File: config.mk
export PLATFORM = sky130hd
export DESIGN_NAME = ufx_regs
export DESIGN_NICKNAME = d
export VERILOG_FILES = /design/src/logic/ufx_pkg.sv /design/src/logic/ufx_regs.sv
export SDC_FILE = /design/constraint.sdc
export NUM_CORES = 1
export LEC_CHECK = 0
export BUFFER_PORTS_ARGS = -buffer_cell sky130_fd_sc_hd__buf_4
export CAP_MARGIN = 10
export CORE_MARGIN = 8
export CORE_UTILIZATION = 39
export CTS_CLUSTER_SIZE = 16
export DETAILED_ROUTE_END_ITERATION = 12
export REMOVE_ABC_BUFFERS = 1
export SYNTH_ARGS = -nofsm -noshare
export SYNTH_HDL_FRONTEND = slang
export SYNTH_SLANG_ARGS = --single-unit
File: constraint.sdc
create_clock -name clk -period 31.1 [get_ports clk]
set_input_delay 1.555 -clock clk [delete_from_list [all_inputs] [get_ports clk]]
set_output_delay 1.555 -clock clk [all_outputs]
set_load 0.1 [all_outputs]
File: src/logic/ufx_pkg.sv
// constants, register decode ids and state types of the enhanced uart register set
package ufx_pkg;
  // =========================================================
  // addresses on the 3-bit host bus
  localparam logic [2:0] A_DIV_LO = 3'h0;
  localparam logic [2:0] A_DIV_HI = 3'h1;
  localparam logic [2:0] A_IRQEN = 3'h1;
  localparam logic [2:0] A_FEAT = 3'h2;
  localparam logic [2:0] A_FSET = 3'h2;
  localparam logic [2:0] A_LINE = 3'h3;
  localparam logic [2:0] A_MODEM = 3'h4;
  localparam logic [2:0] A_RES1 = 3'h4;
  localparam logic [2:0] A_RES2 = 3'h5;
  localparam logic [2:0] A_STOP1 = 3'h6;
  localparam logic [2:0] A_STOP2 = 3'h7;
  localparam logic [2:0] A_LVLS = 3'h6;
  localparam logic [2:0] A_TRIG = 3'h7;
  localparam logic [2:0] A_RDY = 3'h7;
  // =========================================================
  // line setup keys that open the divisor and feature banks
  localparam logic [7:0] LINE_DIV_KEY = 8'h80;
  localparam logic [7:0] LINE_FEAT_KEY = 8'hBF;
  // =========================================================
  // bit positions
  localparam int FEAT_WEN = 4;
  localparam int FEAT_SPEC = 5;
  localparam int FEAT_ARTS = 6;
  localparam int FEAT_ACTS = 7;
  localparam int MODEM_RTS = 1;
  localparam int MODEM_RDY_EN = 2;
  localparam int MODEM_LOOP = 4;
  localparam int MODEM_LVL_EN = 6;
  localparam int IRQEN_SLEEP = 4;
  // =========================================================
  // fifo setup trigger tables, indexed by the two-bit field
  localparam logic [3:0][6:0] RX_FSET_LVL = {7'h3C, 7'h38, 7'h10, 7'h08};
  localparam logic [3:0][6:0] TX_FSET_LVL = {7'h38, 7'h20, 7'h10, 7'h08};
  // =========================================================
  // fifo shape and widths
  localparam int DATA_W = 8;
  localparam int BUF_DEPTH = 8;
  localparam int LVL_W = 7;
  localparam int NCH = 2;
  // =========================================================
  typedef enum logic [3:0] {
    R_NONE, R_DIV_LO, R_DIV_HI, R_FEAT, R_RES1, R_RES2, R_STOP1, R_STOP2,
    R_IRQEN, R_FSET, R_LINE, R_MODEM, R_LVLS, R_TRIG, R_RDY
  } ufx_reg_t;

  typedef struct packed {
    logic [7:0] div_lo;
    logic [7:0] div_hi;
    logic [7:0] feat;
    logic [7:0] res1;
    logic [7:0] res2;
    logic [7:0] stop1;
    logic [7:0] stop2;
    logic [7:0] irqen;
    logic [7:0] fset;
    logic [7:0] line;
    logic [7:0] modem;
    logic [7:0] lvls;
    logic [7:0] trig;
    logic rts_n;
    logic tx_allow;
    logic spec_flag;
    logic tx_rdy;
    logic rx_rdy;
  } ufx_chan_t;

  typedef struct packed {
    ufx_chan_t [NCH-1:0] ch;
    logic iow_q;
    logic [7:0] rdata;
  } ufx_top_t;

  localparam ufx_chan_t CHAN_RST = '{rts_n: 1'b1, tx_allow: 1'b1, default: '0};
  localparam ufx_top_t TOP_RST = '{ch: {CHAN_RST, CHAN_RST}, iow_q: 1'b1, rdata: 8'h00};
endpackage : ufx_pkg

File: src/logic/ufx_regs.sv
// enhanced-feature register set of a dual-channel uart, with receive staging fifo
`timescale 1ns/1ps
`default_nettype none

// =========================================================
// staging fifo
module ufx_fifo #(
  parameter int W = 8,
  parameter int D = 8
) (
  input wire logic clk,
  input wire logic rst,
  input wire logic in_valid,
  output logic in_ready,
  input wire logic [W-1:0] in_data,
  output logic out_valid,
  input wire logic out_ready,
  output logic [W-1:0] out_data
);
  localparam int AW = $clog2(D);
  typedef struct packed {
    logic [D-1:0][W-1:0] mem;
    logic [AW-1:0] wp;
    logic [AW-1:0] rp;
    logic [AW:0] cnt;
    logic in_rdy;
    logic out_vld;
    logic [W-1:0] head;
  } ufx_fifo_st_t;
  localparam ufx_fifo_st_t FIFO_RST = '{in_rdy: 1'b1, default: '0};

  ufx_fifo_st_t s;
  ufx_fifo_st_t next_s;
  logic push;
  logic pop;

  always_comb begin
    next_s = s;
    push = in_valid && s.in_rdy;
    pop = s.out_vld && out_ready;
    if (push) begin
      next_s.mem[s.wp] = in_data;
      next_s.wp = (s.wp == AW'(D - 1)) ? '0 : s.wp + 1'b1;
    end
    if (pop) begin
      next_s.rp = (s.rp == AW'(D - 1)) ? '0 : s.rp + 1'b1;
    end
    if (push && !pop) begin
      next_s.cnt = s.cnt + 1'b1;
    end else if (pop && !push) begin
      next_s.cnt = s.cnt - 1'b1;
    end
    // flags registered so both handshake outputs come from flops
    next_s.in_rdy = next_s.cnt != (AW + 1)'(D);
    next_s.out_vld = next_s.cnt != '0;
    // head word kept in a flop so out_data leaves a register, same timing as the array read
    next_s.head = next_s.mem[next_s.rp];
  end

  always_ff @(posedge clk or posedge rst) begin
    if (rst) begin
      s <= FIFO_RST;
    end else begin
      s <= next_s;
    end
  end

  assign in_ready = s.in_rdy;
  assign out_valid = s.out_vld;
  assign out_data = s.head;
endmodule : ufx_fifo

// =========================================================
// register set top
// Operation
// - feature bit 4 low blocks writes to irq enable 7:4, fifo setup 5:4, modem 7:5
// - feature bits 3:0 choose the software flow control combination
// - feature bit 5 flags a received second stop character, still stored
// - feature bit 6 raises rts at halt level, lowers it at resume level
// - feature bit 7 halts transmit while cts input is high
// - baud divisor is sixteen bits, high latch upper byte, low latch lower
// - level register low nibble halts, high nibble resumes, 0-60 in fours
// - level register writes need feature bit 4 and modem bit 6
// - trigger register holds tx spaces in 3:0, rx characters in 7:4, level/4
// - trigger register writes need feature bit 4 and modem bit 6
// - zero trigger nibble uses fifo setup level, nonzero overrides it
// - ready bits 0,1 show tx free spaces at least trigger; 3:2,7:6 zero
// - ready bits 4,5 show rx count above trigger or receive timeout
// - ready register read-only at 111 with a select low, modem bit 2, no loopback
// - feature register sits at 02 only while line setup holds BF
// - modem bit 6 swaps level and trigger registers into their addresses
// - modem bit 2 enables the ready register, else it is not selectable
// - irq enable bit 4 turns sleep mode on and off
module ufx_regs (
  input wire logic clk,
  input wire logic rst,
  input wire logic [1:0] channel_selects_n,
  input wire logic [2:0] addr,
  input wire logic iow_n,
  input wire logic ior_n,
  input wire logic [7:0] wdata,
  output logic [7:0] rdata,
  input wire logic [1:0] cts_n,
  input wire logic [1:0][6:0] rx_level,
  input wire logic [1:0][6:0] tx_free,
  input wire logic [1:0] rx_timeout,
  input wire logic [1:0] rx_in_valid,
  output logic [1:0] rx_in_ready,
  input wire logic [1:0][7:0] rx_in_data,
  output logic [1:0] rx_out_valid,
  input wire logic [1:0] rx_out_ready,
  output logic [1:0][7:0] rx_out_data,
  input wire logic [1:0] special_clr,
  output logic [1:0] rts_n,
  output logic [1:0] tx_allow,
  output logic [1:0] special_flag,
  output logic [1:0][15:0] baud_divisor,
  output logic [1:0][3:0] sw_flow_mode,
  output logic [1:0] sleep_en
);
  ufx_pkg::ufx_top_t s;
  ufx_pkg::ufx_top_t next_s;

  // =========================================================
  // address decode, shared by read and write paths
  function automatic ufx_pkg::ufx_reg_t ufx_decode(
    input logic [7:0] line,
    input logic [7:0] modem,
    input logic [7:0] feat,
    input logic [2:0] a,
    input logic rd
  );
    logic lvl_ok;
    lvl_ok = modem[ufx_pkg::MODEM_LVL_EN] && (rd || feat[ufx_pkg::FEAT_WEN]);
    ufx_decode = ufx_pkg::R_NONE;
    if (a == ufx_pkg::A_LINE) begin
      ufx_decode = ufx_pkg::R_LINE;
    end else if (line == ufx_pkg::LINE_FEAT_KEY) begin
      case (a)
        ufx_pkg::A_FEAT: ufx_decode = ufx_pkg::R_FEAT;
        ufx_pkg::A_RES1: ufx_decode = ufx_pkg::R_RES1;
        ufx_pkg::A_RES2: ufx_decode = ufx_pkg::R_RES2;
        ufx_pkg::A_STOP1: ufx_decode = ufx_pkg::R_STOP1;
        ufx_pkg::A_STOP2: ufx_decode = ufx_pkg::R_STOP2;
        default: ufx_decode = ufx_pkg::R_NONE;
      endcase
      // divisor key shadows only addresses 0 and 1, the rest keep their normal bank
    end else if (line == ufx_pkg::LINE_DIV_KEY && a == ufx_pkg::A_DIV_LO) begin
      ufx_decode = ufx_pkg::R_DIV_LO;
    end else if (line == ufx_pkg::LINE_DIV_KEY && a == ufx_pkg::A_DIV_HI) begin
      ufx_decode = ufx_pkg::R_DIV_HI;
    end else begin
      case (a)
        ufx_pkg::A_IRQEN: ufx_decode = ufx_pkg::R_IRQEN;
        ufx_pkg::A_FSET: ufx_decode = rd ? ufx_pkg::R_NONE : ufx_pkg::R_FSET;
        ufx_pkg::A_MODEM: ufx_decode = ufx_pkg::R_MODEM;
        ufx_pkg::A_LVLS: ufx_decode = lvl_ok ? ufx_pkg::R_LVLS : ufx_pkg::R_NONE;
        ufx_pkg::A_TRIG: begin
          // ready register wins the shared address on reads, never takes writes
          if (rd && modem[ufx_pkg::MODEM_RDY_EN] && !modem[ufx_pkg::MODEM_LOOP]) begin
            ufx_decode = ufx_pkg::R_RDY;
          end else if (lvl_ok) begin
            ufx_decode = ufx_pkg::R_TRIG;
          end
        end
        default: ufx_decode = ufx_pkg::R_NONE;
      endcase
    end
  endfunction : ufx_decode

  // a level nibble counts in steps of four bytes
  function automatic logic [6:0] ufx_lvl(
    input logic [3:0] nib
  );
    ufx_lvl = {1'b0, nib, 2'b00};
  endfunction : ufx_lvl

  // effective trigger, trigger register nibble counts in fours
  function automatic logic [6:0] ufx_trig(
    input logic [3:0] nib,
    input logic [1:0] fsel,
    input logic rx
  );
    if (nib != 4'h0) begin
      ufx_trig = ufx_lvl(nib);
    end else begin
      ufx_trig = rx ? ufx_pkg::RX_FSET_LVL[fsel] : ufx_pkg::TX_FSET_LVL[fsel];
    end
  endfunction : ufx_trig

  // =========================================================
  // receive staging fifos; full fifo stalls the shifter via rx_in_ready
  genvar g;
  generate
    for (g = 0; g < ufx_pkg::NCH; g++) begin : g_rxbuf
      ufx_fifo #(
        .W(ufx_pkg::DATA_W),
        .D(ufx_pkg::BUF_DEPTH)
      ) u_buf (
        .clk(clk),
        .rst(rst),
        .in_valid(rx_in_valid[g]),
        .in_ready(rx_in_ready[g]),
        .in_data(rx_in_data[g]),
        .out_valid(rx_out_valid[g]),
        .out_ready(rx_out_ready[g]),
        .out_data(rx_out_data[g])
      );
    end
  endgenerate

  // =========================================================
  // next state
  always_comb begin
    logic wr_stb;
    logic wen;
    logic rd_b;
    logic spec_hit;
    logic [7:0] rv;
    ufx_pkg::ufx_chan_t c;
    logic [6:0] halt_lvl;
    logic [6:0] resume_lvl;
    logic [6:0] tx_lvl;
    logic [6:0] rx_lvl;
    logic took;
    wr_stb = 1'b0;
    halt_lvl = 7'h00;
    resume_lvl = 7'h00;
    tx_lvl = 7'h00;
    rx_lvl = 7'h00;
    took = 1'b0;
    wen = 1'b0;
    rd_b = 1'b0;
    spec_hit = 1'b0;
    rv = 8'h00;
    c = ufx_pkg::CHAN_RST;
    next_s = s;
    next_s.iow_q = iow_n;
    // write taken once, on the falling edge of the write strobe
    wr_stb = !iow_n && s.iow_q;
    for (int i = 0; i < ufx_pkg::NCH; i++) begin
      c = s.ch[i];
      wen = c.feat[ufx_pkg::FEAT_WEN];
      // levels worked out once per channel for the flow and ready logic
      halt_lvl = ufx_lvl(c.lvls[3:0]);
      resume_lvl = ufx_lvl(c.lvls[7:4]);
      tx_lvl = ufx_trig(c.trig[3:0], c.fset[5:4], 1'b0);
      rx_lvl = ufx_trig(c.trig[7:4], c.fset[7:6], 1'b1);
      took = rx_in_valid[i] && rx_in_ready[i];
      if (wr_stb && !channel_selects_n[i]) begin
        case (ufx_decode(c.line, c.modem, c.feat, addr, 1'b0))
          ufx_pkg::R_DIV_LO: next_s.ch[i].div_lo = wdata;
          ufx_pkg::R_DIV_HI: next_s.ch[i].div_hi = wdata;
          ufx_pkg::R_FEAT: next_s.ch[i].feat = wdata;
          ufx_pkg::R_RES1: next_s.ch[i].res1 = wdata;
          ufx_pkg::R_RES2: next_s.ch[i].res2 = wdata;
          ufx_pkg::R_STOP1: next_s.ch[i].stop1 = wdata;
          ufx_pkg::R_STOP2: next_s.ch[i].stop2 = wdata;
          // locked fields keep their old bits instead of taking the write
          ufx_pkg::R_IRQEN: next_s.ch[i].irqen = wen ? wdata : {c.irqen[7:4], wdata[3:0]};
          ufx_pkg::R_FSET: next_s.ch[i].fset = wen ? wdata : {wdata[7:6], c.fset[5:4], wdata[3:0]};
          ufx_pkg::R_MODEM: next_s.ch[i].modem = wen ? wdata : {c.modem[7:5], wdata[4:0]};
          ufx_pkg::R_LINE: next_s.ch[i].line = wdata;
          ufx_pkg::R_LVLS: next_s.ch[i].lvls = wdata;
          ufx_pkg::R_TRIG: next_s.ch[i].trig = wdata;
          default: next_s.ch[i].line = next_s.ch[i].line;
        endcase
      end
      // auto rts: hysteresis between halt and resume levels
      if (c.feat[ufx_pkg::FEAT_ARTS]) begin
        if (rx_level[i] >= halt_lvl) begin
          next_s.ch[i].rts_n = 1'b1;
        end else if (rx_level[i] <= resume_lvl) begin
          next_s.ch[i].rts_n = 1'b0;
        end
      end else begin
        next_s.ch[i].rts_n = !c.modem[ufx_pkg::MODEM_RTS];
      end
      // only the start of a new character is gated, one in flight completes
      next_s.ch[i].tx_allow = !(c.feat[ufx_pkg::FEAT_ACTS] && cts_n[i]);
      // stored regardless of the match; set beats a same-cycle clear
      spec_hit = took && c.feat[ufx_pkg::FEAT_SPEC] && rx_in_data[i] == c.stop2;
      next_s.ch[i].spec_flag = spec_hit || (c.spec_flag && !special_clr[i]);
      // ready bits lag their inputs by one cycle, like the other status here
      next_s.ch[i].tx_rdy = tx_free[i] >= tx_lvl;
      next_s.ch[i].rx_rdy = rx_level[i] > rx_lvl || rx_timeout[i];
    end
    // read path: channel a answers when both selects are low
    rd_b = channel_selects_n[0];
    c = rd_b ? s.ch[1] : s.ch[0];
    if (!ior_n && channel_selects_n != 2'b11) begin
      case (ufx_decode(c.line, c.modem, c.feat, addr, 1'b1))
        ufx_pkg::R_DIV_LO: rv = c.div_lo;
        ufx_pkg::R_DIV_HI: rv = c.div_hi;
        ufx_pkg::R_FEAT: rv = c.feat;
        ufx_pkg::R_RES1: rv = c.res1;
        ufx_pkg::R_RES2: rv = c.res2;
        ufx_pkg::R_STOP1: rv = c.stop1;
        ufx_pkg::R_STOP2: rv = c.stop2;
        ufx_pkg::R_IRQEN: rv = c.irqen;
        ufx_pkg::R_LINE: rv = c.line;
        ufx_pkg::R_MODEM: rv = c.modem;
        ufx_pkg::R_LVLS: rv = c.lvls;
        ufx_pkg::R_TRIG: rv = c.trig;
        ufx_pkg::R_RDY: rv = {2'b00, s.ch[1].rx_rdy, s.ch[0].rx_rdy,
                              2'b00, s.ch[1].tx_rdy, s.ch[0].tx_rdy};
        default: rv = 8'h00;
      endcase
    end
    next_s.rdata = rv;
  end

  always_ff @(posedge clk or posedge rst) begin
    if (rst) begin
      s <= ufx_pkg::TOP_RST;
    end else begin
      s <= next_s;
    end
  end

  // =========================================================
  // outputs
  assign rdata = s.rdata;
  generate
    for (g = 0; g < ufx_pkg::NCH; g++) begin : g_out
      assign rts_n[g] = s.ch[g].rts_n;
      assign tx_allow[g] = s.ch[g].tx_allow;
      assign special_flag[g] = s.ch[g].spec_flag;
      // latch writes after sleep enable are not guarded here
      assign baud_divisor[g] = {s.ch[g].div_hi, s.ch[g].div_lo};
      assign sw_flow_mode[g] = s.ch[g].feat[3:0];
      assign sleep_en[g] = s.ch[g].irqen[ufx_pkg::IRQEN_SLEEP];
    end
  endgenerate
endmodule : ufx_regs

`default_nettype wire

==> results.md, run 1 <==
- Routed via count: 12,930
- Peak supply drop: 0.06530 mV
- Clock sinks: 387
- Clk_lat worst skew: 0.58 ns
- CP max FO: 59
- Largest net degree at the start of global routing: 115
- Combinational power share: 0.350
- Post-synth EDFFs: 0
- WP data required: 31.58 ns
- Post-synth ARST share: 1.000
- Max cap viols: 0
- Post-CTS Hold Fix Bufs: 0
- Initial antenna violation count: 1
- Die height: 242.2 um
- Synth Flop Type: dfrtp_1
- Worst slew pin tran: 0.9952 ns
- Number of port buffers: 146
- Seq pwr share: 0.359
- Synth top cells by count: 380 x dfrtp_1, 357 x mux2_2, 81 x buf_4, 62 x nand2_1, 56 x nor2_1
- Count leader, synth: dfrtp_1
- Clock network fraction of total power: 0.292
- Placed Cells: 2,262
- PD cells: 86.09 mW/mm2
- Slew headroom: 0.3329
- Congestion Overflow GR: 0
- Antenna diodes: 0
- Final setup fails: 0
- Post-Syn Area: 0.01995 mm2
- Die width: 242.2 um
- Post-synth top area share: 0.4767
- Post-cts sizing count: 0
- Achievable Freq: 201.3 MHz
- Row count: 83
- Top post-synthesis cells by area: dfrtp_1 48%, mux2_2 20%, mux4_2 4.5%
- Vias per cell: 5.517
- Syn-to-layout area delta: 13.54%
- Synth Warn #: 0
- Period minus WS final: 4.968 ns
- Final slew viol count: 0
- Post-Layout Cell Count: 2,343
- Fin nets: 1,743
- Routed WL: 53,300 um
- Syn Area/Cell: 12.56 um2
- Setup crit end kind: flip-flop
- CTS tree: done
- Status: finished, final reports clean
- Gpl congestion: 0.9020
- Dpl hpwl: 37,040 um
- RSZ-0062 raised after global routing: false
- H-tree lvl count: 2
- Core Region: 0.05099 mm2
- CP startpoint kind: primary input
- Net Sw Frac: 0.3444
- CTS Buffer Depth: 3
- Residual DRC: 0
- Setup Slack @ Placement: 25.72 ns
- Fin crit share: 0.1597
- Clk slew on worst S/H paths: 0.06 ns
- # IOs: 147
- Internal power: 1.278 mW
- Num CTS Buffers: 44
- Sequential fraction of the synthesis area: 0.4859
- Post-route ant nets: 0
- Final Skew: 0.02177 ns
- Initial Util: 0.3912
- Power Total: 1.950 mW
- DR iter-0 viols: 901
- Critical path class: primary input to flip-flop
- Leakage: 10.29 nW
- Synth cell types: 83
- # Post-CTS Setup Buffers: 0
- Fin worst setup slack: 26.13 ns
- Final Hold Viols: 0
- Mapped Cells: 1,588
- Post-synth top area cell: dfrtp_1
- WL per Instance: 22.75 um
- Vias in the first global route: 13,540
- Critical path arrival: 5.45 ns
- Final TNS setup: 0 ns
- Die area: 0.05864 mm2
- P_sw: 0.6716 mW
- First-pass GRT wire length: 83,210 um
- Gr usage total: 0.1796
- Synth Register Bits: 387
- Worst hold path class: flip-flop to flip-flop
- Layout cells sized above 1: 0.4017
- TritonRoute pass-1 iters: 5
- CTS root buffer: clkbuf_16
sequential cells by signal, indices dropped and copies added (netlist names):
name,flops
s,163
g_rxbuf.u_buf.s,148
baud_divisor,32
g_rxbuf.u_buf.out_data,16
rdata,8
sw_flow_mode,8
g_rxbuf.u_buf.in_ready,2
g_rxbuf.u_buf.out_valid,2
rts_n,2
sleep_en,2
special_flag,2
tx_allow,2
kinds of logic (layout without fill, tap and decap cells):
kind of cell / after synthesis / in the layout / share of synthesized area
muxes: 450 / 450 / 0.2746
DFF: 387 / 387 / 0.4859
and+or+nand+nor: 299 / 299 / 0.08292
buffers and inverters: 209 / 284 / 0.05808
AOI/OAI and AO/OA: 175 / 175 / 0.06034
adders and majority gates: 44 / 44 / 0.02760
xor gates and xnor gates: 24 / 24 / 0.01054
routing by layer:
layer,wire length (um),track usage,vias up,part of all wire
met2,25540,0.2937,309,0.48
met5,13,0,-,0.00024
met3,2717,0.03571,83,0.051
li1,-,-,5842,-
met4,1316,0.04966,2,0.025
met1,23710,0.2412,6691,0.44
cell usage in the layout (no fill, tap or decap), types with 7 or more instances in the layout:
cell type and count:
a22oi_1 8, and2_1 7, a31oi_1 9, a2111oi_0 9, mux2_1 8, dfrtp_1 380, xnor2_1 14, nor4_1 20
inv_1 39, ha_1 44, nand2b_1 17, clkbuf_8 8, xor2_1 10, clkbuf_1 9, o21ai_0 44, nor3_1 22
nand4_1 23, clkbuf_16 44, nor2_1 56, and3_1 10, mux2_2 357, nand2_1 62, dfstp_2 7, a221oi_1 8
o211ai_1 9, nor2b_1 8, mux2i_1 44, nand3_1 25, nor3_2 7, bufinv_16 9, mux4_2 40, buf_4 160
a21oi_1 35
stage by stage:
step | instance area, um2 | hold slack [ns] | util
finish | 22650 | 0.4901 | 0.4442
global route | 22650 | 0.5024 | 0.4442
CTS | 22650 | 0.4848 | 0.4442
detailed placement | 21050 | 0.4630 | 0.4129
global placement | 21050 | 0.4685 | 0.4129
floorplan | 18950 | 0.3895 | -
critical path, stage by stage:
cell	delay, ns
buf_4	0.54
buf_4	0.80
nor3_1	0.19
o21a_2	0.33
a2111oi_4	0.80
nor4b_2	0.67
a22oi_1	0.19
a31oi_1	0.20
worst paths after layout:
kind / startpoint / end / slack [ns] / depth (start not counted)
setup reg to reg: s[153]$_DFFE_PP0P_ / rdata[6]$_DFF_PP0_ / 27.39 / 7
max in group asynchronous: rst / s[28]$_DFFE_PP0P_ / 27.66 / 4
hold / removal: g_rxbuf[1].u_buf.s[22]$_DFF_PP0_ / g_rxbuf[1].u_buf.s[22]$_DFF_PP0_ / 0.49 / 1
min in group asynchronous: rst / g_rxbuf[0].u_buf.out_data[2]$_DFF_PP0_ / 1.14 / 2
hold reg to reg: g_rxbuf[1].u_buf.s[22]$_DFF_PP0_ / g_rxbuf[1].u_buf.s[22]$_DFF_PP0_ / 0.49 / 1
setup / recovery: channel_selects_n[0] / rdata[6]$_DFF_PP0_ / 26.13 / 8
power groups by stage:
stage               clock network (mW)  registers [mW]  logic, mW
finish                           0.569           0.700      0.682
global route                     0.604           0.716      0.729
CTS                              0.585           0.700      0.690
detailed placement                   0           0.709      0.689
global placement                     0           0.702      0.677
floorplan                            0           0.860      0.358
final cells by class:
class	count	area, um2
clock buffer	61	1245
clock inverter	20	351.6
fill	4616	28340
inverter	43	168.9
multi-input combinational	992	9139
sequential	387	9693
tap	680	850.8
timing repair buffer	160	1201
Power figures use the tool's default switching activity.
==> run 2, diff against run 1 <==
--- a/config.mk
+++ b/config.mk
@@ -5,6 +5,7 @@
 export SDC_FILE = /design/constraint.sdc
 export NUM_CORES = 1
 export LEC_CHECK = 0
+export ABC_AREA = 1
 export BUFFER_PORTS_ARGS = -buffer_cell sky130_fd_sc_hd__buf_4
 export CAP_MARGIN = 10
 export CORE_MARGIN = 8
==> constraint.sdc (replaced) <==
create_clock -name clk -period 4.1 [get_ports clk]
set_input_delay 0.205 -clock clk [delete_from_list [all_inputs] [get_ports clk]]
set_output_delay 0.205 -clock clk [all_outputs]
set_load 0.1 [all_outputs]
==> run 2 against run 1 <==
Cell area is 2.8% higher; critical path depth rose by 4; first-iteration DRC count grew 50%; count of clock-buffer cells in the layout rose by 1; routed wire length is 14% higher; power increased to 7.7 times the previous value; critical endpoint is now baud_divisor[14]$_DFFE_PP0P_; largest power group is now combinational logic; area after synthesis increased by 2.1%; non-clock buffer count is 29 higher; die area is 2.0% higher; clock power increased to 7.5 times the previous value; worst hold slack worse by 0.47 ns; largest cell class unchanged; core utilization is 0.79 points higher.
==> results.md, run 2 <==
- Dpl hpwl: 42,660 um
- Power Total: 15.09 mW
- CTS Buffer Depth: 3
- Peak supply drop: 0.3876 mV
- Status: finished, final reports clean
- Reg area: 0.009693 mm2
- Synth Flop Type: dfrtp_1
- Synth Warn #: 0
- Hold depth: 4
- CP max FO: 16
- Clk slew on worst S/H paths: 0.06 ns
- Worst hold path class: primary input to flip-flop
- Leakage: 11.91 nW
- Most common cell after layout, fill and taps aside: nand2_1
- RSZ-0062 raised after global routing: false
- Initial Util: 0.3956
- Fillcell total: 5,100
- Period minus WS final: 2.950 ns
- Die height: 244.6 um
- First-pass GRT wire length: 95,480 um
- Reg2Reg Setup Slack: 1.15 ns
- CTS tree: done
- PD cells: 648.1 mW/mm2
- Final slew viol count: 0
- Post-synth top area cell: dfrtp_1
- Gr usage total: 0.1999
- Most flops, register: s
- Mapped Cells: 2,566
- Clock sinks: 387
- # IOs: 147
- Die width: 244.6 um
- Final Skew: 0.02354 ns
- Vias per cell: 5.115
- Post-CTS Hold Fix Bufs: 25
- Critical path arrival: 3.36 ns
- Count leader, synth: nand2_1
- Post-synth EDFFs: 0
- Top post-synthesis cells by area: dfrtp_1 47%, nand2_1 13%, inv_1 5.3%
- Critical path class: flip-flop to flip-flop
- Sequential fraction of the synthesis area: 0.4757
- TritonRoute pass-1 iters: 6
- Commonest non-fill, non-tap cells in the layout: 696 x nand2_1, 380 x dfrtp_1, 287 x inv_1
- Synth cell types: 51
- Reg2reg path depth: 12
- Largest net degree at the start of global routing: 121
- Initial antenna violation count: 0
- Net Sw Frac: 0.4007
- Syn Area/Cell: 7.941 um2
- Layout cells sized above 1: 0.1268
- CTS root buffer: clkbuf_16
- Number of port buffers: 146
- H-tree lvl count: 2
- Worst slew pin tran: 1.201 ns
- Post-route ant nets: 0
- Final Hold Viols: 0
- DP Area: 0.02147 mm2
- Max cap viols: 0
- DR iter-0 viols: 1,349
- Die area: 0.05982 mm2
- Post-Syn Area: 0.02038 mm2
- Routed WL: 60,650 um
- Achievable Freq: 338.9 MHz
- Seq pwr share: 0.347
- P_sw: 6.047 mW
- Setup crit end kind: flip-flop
- Row count: 83
- Slew headroom: 0.1983
- CP startpoint kind: flip-flop
- Routed via count: 17,070
- Residual DRC: 0
- Clk_lat worst skew: 0.60 ns
- Internal power: 9.046 mW
- Combinational power share: 0.370
- Fin nets: 2,737
- Core Region: 0.05151 mm2
- Congestion Overflow GR: 0
- Antenna diodes: 0
- Post-cts sizing count: 0
- Clock network fraction of total power: 0.284
- Num CTS Buffers: 44
- Max FFs per register: 163
- Vias in the first global route: 16,640
- Multi-input logic area: 0.008487 mm2
- Fin crit share: 0.7196
- Syn-to-layout area delta: 14.30%
- Synth top cells by count: 696 x nand2_1, 380 x dfrtp_1, 288 x inv_1, 172 x o21ai_0, 154 x nor2_1
- Final setup fails: 0
- Gpl congestion: 0.9510
- WL per Instance: 18.17 um
- Final Instance Area: 0.02329 mm2
- Post-synth ARST share: 1.000
- Synth Register Bits: 387
- # Post-CTS Setup Buffers: 0
- WP data required: 4.51 ns
- Post-synth top area share: 0.4667
run 2: cell type report:
| class | instances | area share |
|---|---|---|
| sequential | 387 | 0.4162 |
| multi-input combinational | 1688 | 0.3644 |
| timing repair buffer | 189 | 0.06469 |
| clock buffer | 62 | 0.05405 |
| inverter | 312 | 0.05072 |
| tap | 680 | 0.03653 |
| clock inverter | 20 | 0.01338 |
run 2: per-layer routing:
layer,vias to the layer above,share of wire,global-route usage
met5,-,0,0
met4,0,0.025,0.05941
met3,92,0.067,0.03837
met2,491,0.46,0.3163
met1,8157,0.45,0.2760
li1,8334,-,-
run 2: stage by stage:
stage / cells / TNS [ns] / utilization / setup slack [ns] / hold slack, ns
detailed placement: 3231 / 0 / 0.4168 / 0.9470 / 0.3338
floorplan: 2387 / -2636.73 / - / -6.849 / 0.2095
finish: 3338 / 0 / 0.4521 / 1.150 / 0.01550
global placement: 3231 / 0 / 0.4168 / 1.019 / 0.3309
CTS: 3338 / 0 / 0.4521 / 1.269 / 0.001440
global route: 3338 / 0 / 0.4521 / 0.8677 / 0.02758
run 2: logic make-up (layout without fill, tap and decap cells):
logic type,after synthesis,in the layout,share of synthesized area
AO/OA/AOI/OAI,581,581,0.1642
XOR/XNOR,14,14,0.006018
adder cells (fa/ha/maj),44,44,0.02702
buffers and inverters,491,583,0.1085
flip-flops,387,387,0.4757
multiplexers,3,3,0.001474
AND/OR/NAND/NOR,1046,1046,0.2171
run 2: worst paths after layout:
path,startpoint,end
hold reg to reg,s[101]$_DFFE_PP0P_,tx_allow[0]$_DFF_PP1_
min in group asynchronous,rst,g_rxbuf[1].u_buf.s[11]$_DFF_PP0_
setup / recovery,s[39]$_DFFE_PP0P_,baud_divisor[14]$_DFFE_PP0P_
setup reg to reg,s[39]$_DFFE_PP0P_,baud_divisor[14]$_DFFE_PP0P_
max in group asynchronous,rst,s[137]$_DFFE_PP0P_
hold / removal,ior_n,rdata[2]$_DFF_PP0_
run 2: critical path, cell delays in order, from the launching register on:
cell     delay [ns]
dfrtp_1        0.38
inv_1          0.15
nand4_1        0.11
nor4_1         0.49
nand2_1        0.15
nand2_1        0.09
nand2_1        0.07
nand3_1        0.22
inv_1          0.12
nor3_2         0.29
nand2_1        0.46
nand2_1        0.16
o21ai_1        0.09
run 2: power groups by stage:
stage	clock [mW]	combinational [mW]	sequential [mW]
after global placement	0	5.45	5.26
after detailed placement	0	5.57	5.29
after CTS	4.36	5.62	5.23
final	4.28	5.58	5.24
after floorplan	0	2.80	6.54
after global routing	4.51	6.15	5.33
==> run 3, diff against run 2 <==
==> constraint.sdc (replaced) <==
create_clock -name clk -period 3 [get_ports clk]
set_input_delay 0.15 -clock clk [delete_from_list [all_inputs] [get_ports clk]]
set_output_delay 0.15 -clock clk [all_outputs]
set_load 0.1 [all_outputs]
==> run 3 against run 2 <==
Core utilization grew 0.40 points; power grew 36%; global-route usage grew 0.31 points; register-to-register slack lost 0.83 ns; combinational power grew 38%; cell count grew 0.54%; count of clock-buffer cells in the layout grew 4; die area is the same; fmax grew 10%.
==> results.md, run 3 (synthesized netlist as in run 2, its figures left out) <==
- Vias in the first global route: 16,690
- Clock sinks: 387
- Internal power: 12.36 mW
- Row count: 83
- Most common cell after layout, fill and taps aside: nand2_1
- Max FFs per register: 163
- Gr usage total: 0.2030
- Num CTS Buffers: 44
- Reg area: 0.009693 mm2
- Final slew viol count: 0
- CTS Buffer Depth: 3
- Layout cells sized above 1: 0.1323
- WL per Instance: 18.41 um
- Clk_lat worst skew: 0.58 ns
- CP dominant cell by count: a21oi_1
- Worst hold path class: primary input to flip-flop
- FF-to-FF End: s[9]$_DFF_PP0_
- Initial Util: 0.3956
- Syn-to-layout area delta: 15.31%
- Congestion Overflow GR: 0
- Reg2Reg Setup Slack: 0.32 ns
- Net Sw Frac: 0.3982
- CTS root buffer: clkbuf_16
- Clk slew on worst S/H paths: 0.06 ns
- Multi-input logic area: 0.008499 mm2
- PD cells: 874.2 mW/mm2
- Residual DRC: 0
- Startpoint of the worst hold path: channel_selects_n[1]
- Critical path class: flip-flop to flip-flop
- Routed via count: 17,210
- Status: finished, final reports clean
- Leakage: 12.01 nW
- P_sw: 8.180 mW
- Hold path endpoint: rdata[2]$_DFF_PP0_
- Post-route ant nets: 0
- Slowest stage delay, CP: 0.57 ns
- Achievable Freq: 373.7 MHz
- Worst path slowest cell: dlygate4sd3_1
- Die width: 244.6 um
- Max cap viols: 0
- Fin worst setup slack: 0.3243 ns
- DP Area: 0.02163 mm2
- Combinational power share: 0.374
- Largest net degree at the start of global routing: 83
- Placed Cells: 3,248
- Setup crit end kind: flip-flop
- Period minus WS final: 2.676 ns
- DR iter-0 viols: 1,240
- Final Hold Viols: 0
- Seq pwr share: 0.348
- Final hold slack: 0.01524 ns
- Peak supply drop: 0.7723 mV
- # IOs: 147
- # Post-CTS Setup Buffers: 0
- Final Instance Area: 0.02350 mm2
- Die height: 244.6 um
- Fin nets: 2,759
- RSZ-0062 raised after global routing: false
- Hold depth: 4
- Initial antenna violation count: 0
- CTS tree: done
- Gpl congestion: 0.9623
- H-tree lvl count: 2
- Dpl hpwl: 43,790 um
- Commonest non-fill, non-tap cells in the layout: 696 x nand2_1, 380 x dfrtp_1, 287 x inv_1
- Fillcell total: 5,179
- CP max FO: 4
- WP data required: 3.45 ns
- Post-Layout Cell Count: 3,356
- Die area: 0.05982 mm2
- Number of port buffers: 146
- Critical R2R Launch: s[19]$_DFFE_PP0P_
- Setup Slack @ Placement: 0.3815 ns
- Vias per cell: 5.129
- Most flops, register: s
- Final setup fails: 0
- Clock network fraction of total power: 0.278
- Critical-path cell list: nor4_2 -> a21oi_1 -> ha_1 -> a21oi_1 -> o21ai_0 -> nand2_1 -> a21oi_1 -> or2_2 -> dlygate4sd3_1
- Final Skew: 0.02883 ns
- Fin crit share: 0.8919
- Slew headroom: 0.2739
- TritonRoute pass-1 iters: 5
- CP startpoint kind: flip-flop
- Worst slew pin tran: 1.088 ns
- Critical path arrival: 3.13 ns
- Core Region: 0.05151 mm2
- First-pass GRT wire length: 96,680 um
- Reg2reg path depth: 9
- Final TNS setup: 0 ns
- Routed WL: 61,780 um
## run 3: worst max-delay path, delay by kind of cell (launching register included)
kind                     cells  cell delay (ns)
flip-flops                   1             0.42
adder cells (fa/ha/maj)      1             0.33
AO/OA/AOI/OAI                4             0.44
AND/OR/NAND/NOR              3             0.77
buffers and inverters        1             0.57
## run 3: power groups by stage
| stage | Combinational (mW) | Sequential (mW) | Clock [mW] |
|---|---|---|---|
| floorplan | 3.83 | 8.93 | 0 |
| global placement | 7.51 | 7.18 | 0 |
| detailed placement | 7.64 | 7.23 | 0 |
| CTS | 7.71 | 7.15 | 5.85 |
| global route | 8.47 | 7.28 | 6.03 |
| finish | 7.68 | 7.15 | 5.71 |
## run 3: what timing repair did
action                                 4_1_cts  5_1_grt
setup endpoints to repair                    0        2
hold buffers                                30        0
endpoints found under the hold margin      124        0
gates resized for setup                      0        2
## run 3: final cells by class
class                           instances  share of cell area
Clock buffer                           66             0.05767
Antenna cell                            1           0.0001065
Sequential cell                       387              0.4126
Timing Repair Buffer                  211             0.07328
Tap cell                              680             0.03621
Inverter                              312             0.05027
Multi-Input combinational cell       1688              0.3618
Clock inverter                         11            0.008148
## run 3: how the worst max path moves through the flow
stage	end	startpoint	slack, ns	cells past startpoint
2_1_floorplan	baud_divisor[0]$_DFFE_PP0P_	rst	-7.89	1
3_3_place_gp	rdata[0]$_DFF_PP0_	channel_selects_n[0]	0.43	18
3_5_place_dp	rdata[4]$_DFF_PP0_	channel_selects_n[0]	0.38	18
4_1_cts	s[9]$_DFF_PP0_	s[19]$_DFFE_PP0P_	0.20	9
5_1_grt	s[118]$_DFF_PP0_	s[129]$_DFFE_PP0P_	0.11	9
6_report	s[9]$_DFF_PP0_	s[19]$_DFFE_PP0P_	0.32	9
## run 3: per-layer routing
layer / track usage / wire length, um
met2: 0.3188 / 27610
met4: 0.07413 / 2098
met1: 0.2810 / 28370
met5: 0 / 0
met3: 0.03216 / 3704
## run 3: per-stage QoR
step,power [mW],utilization
after global placement,14.69,0.4200
after floorplan,12.77,-
after detailed placement,14.87,0.4200
after CTS,20.72,0.4558
final,20.54,0.4561
after global routing,21.78,0.4561
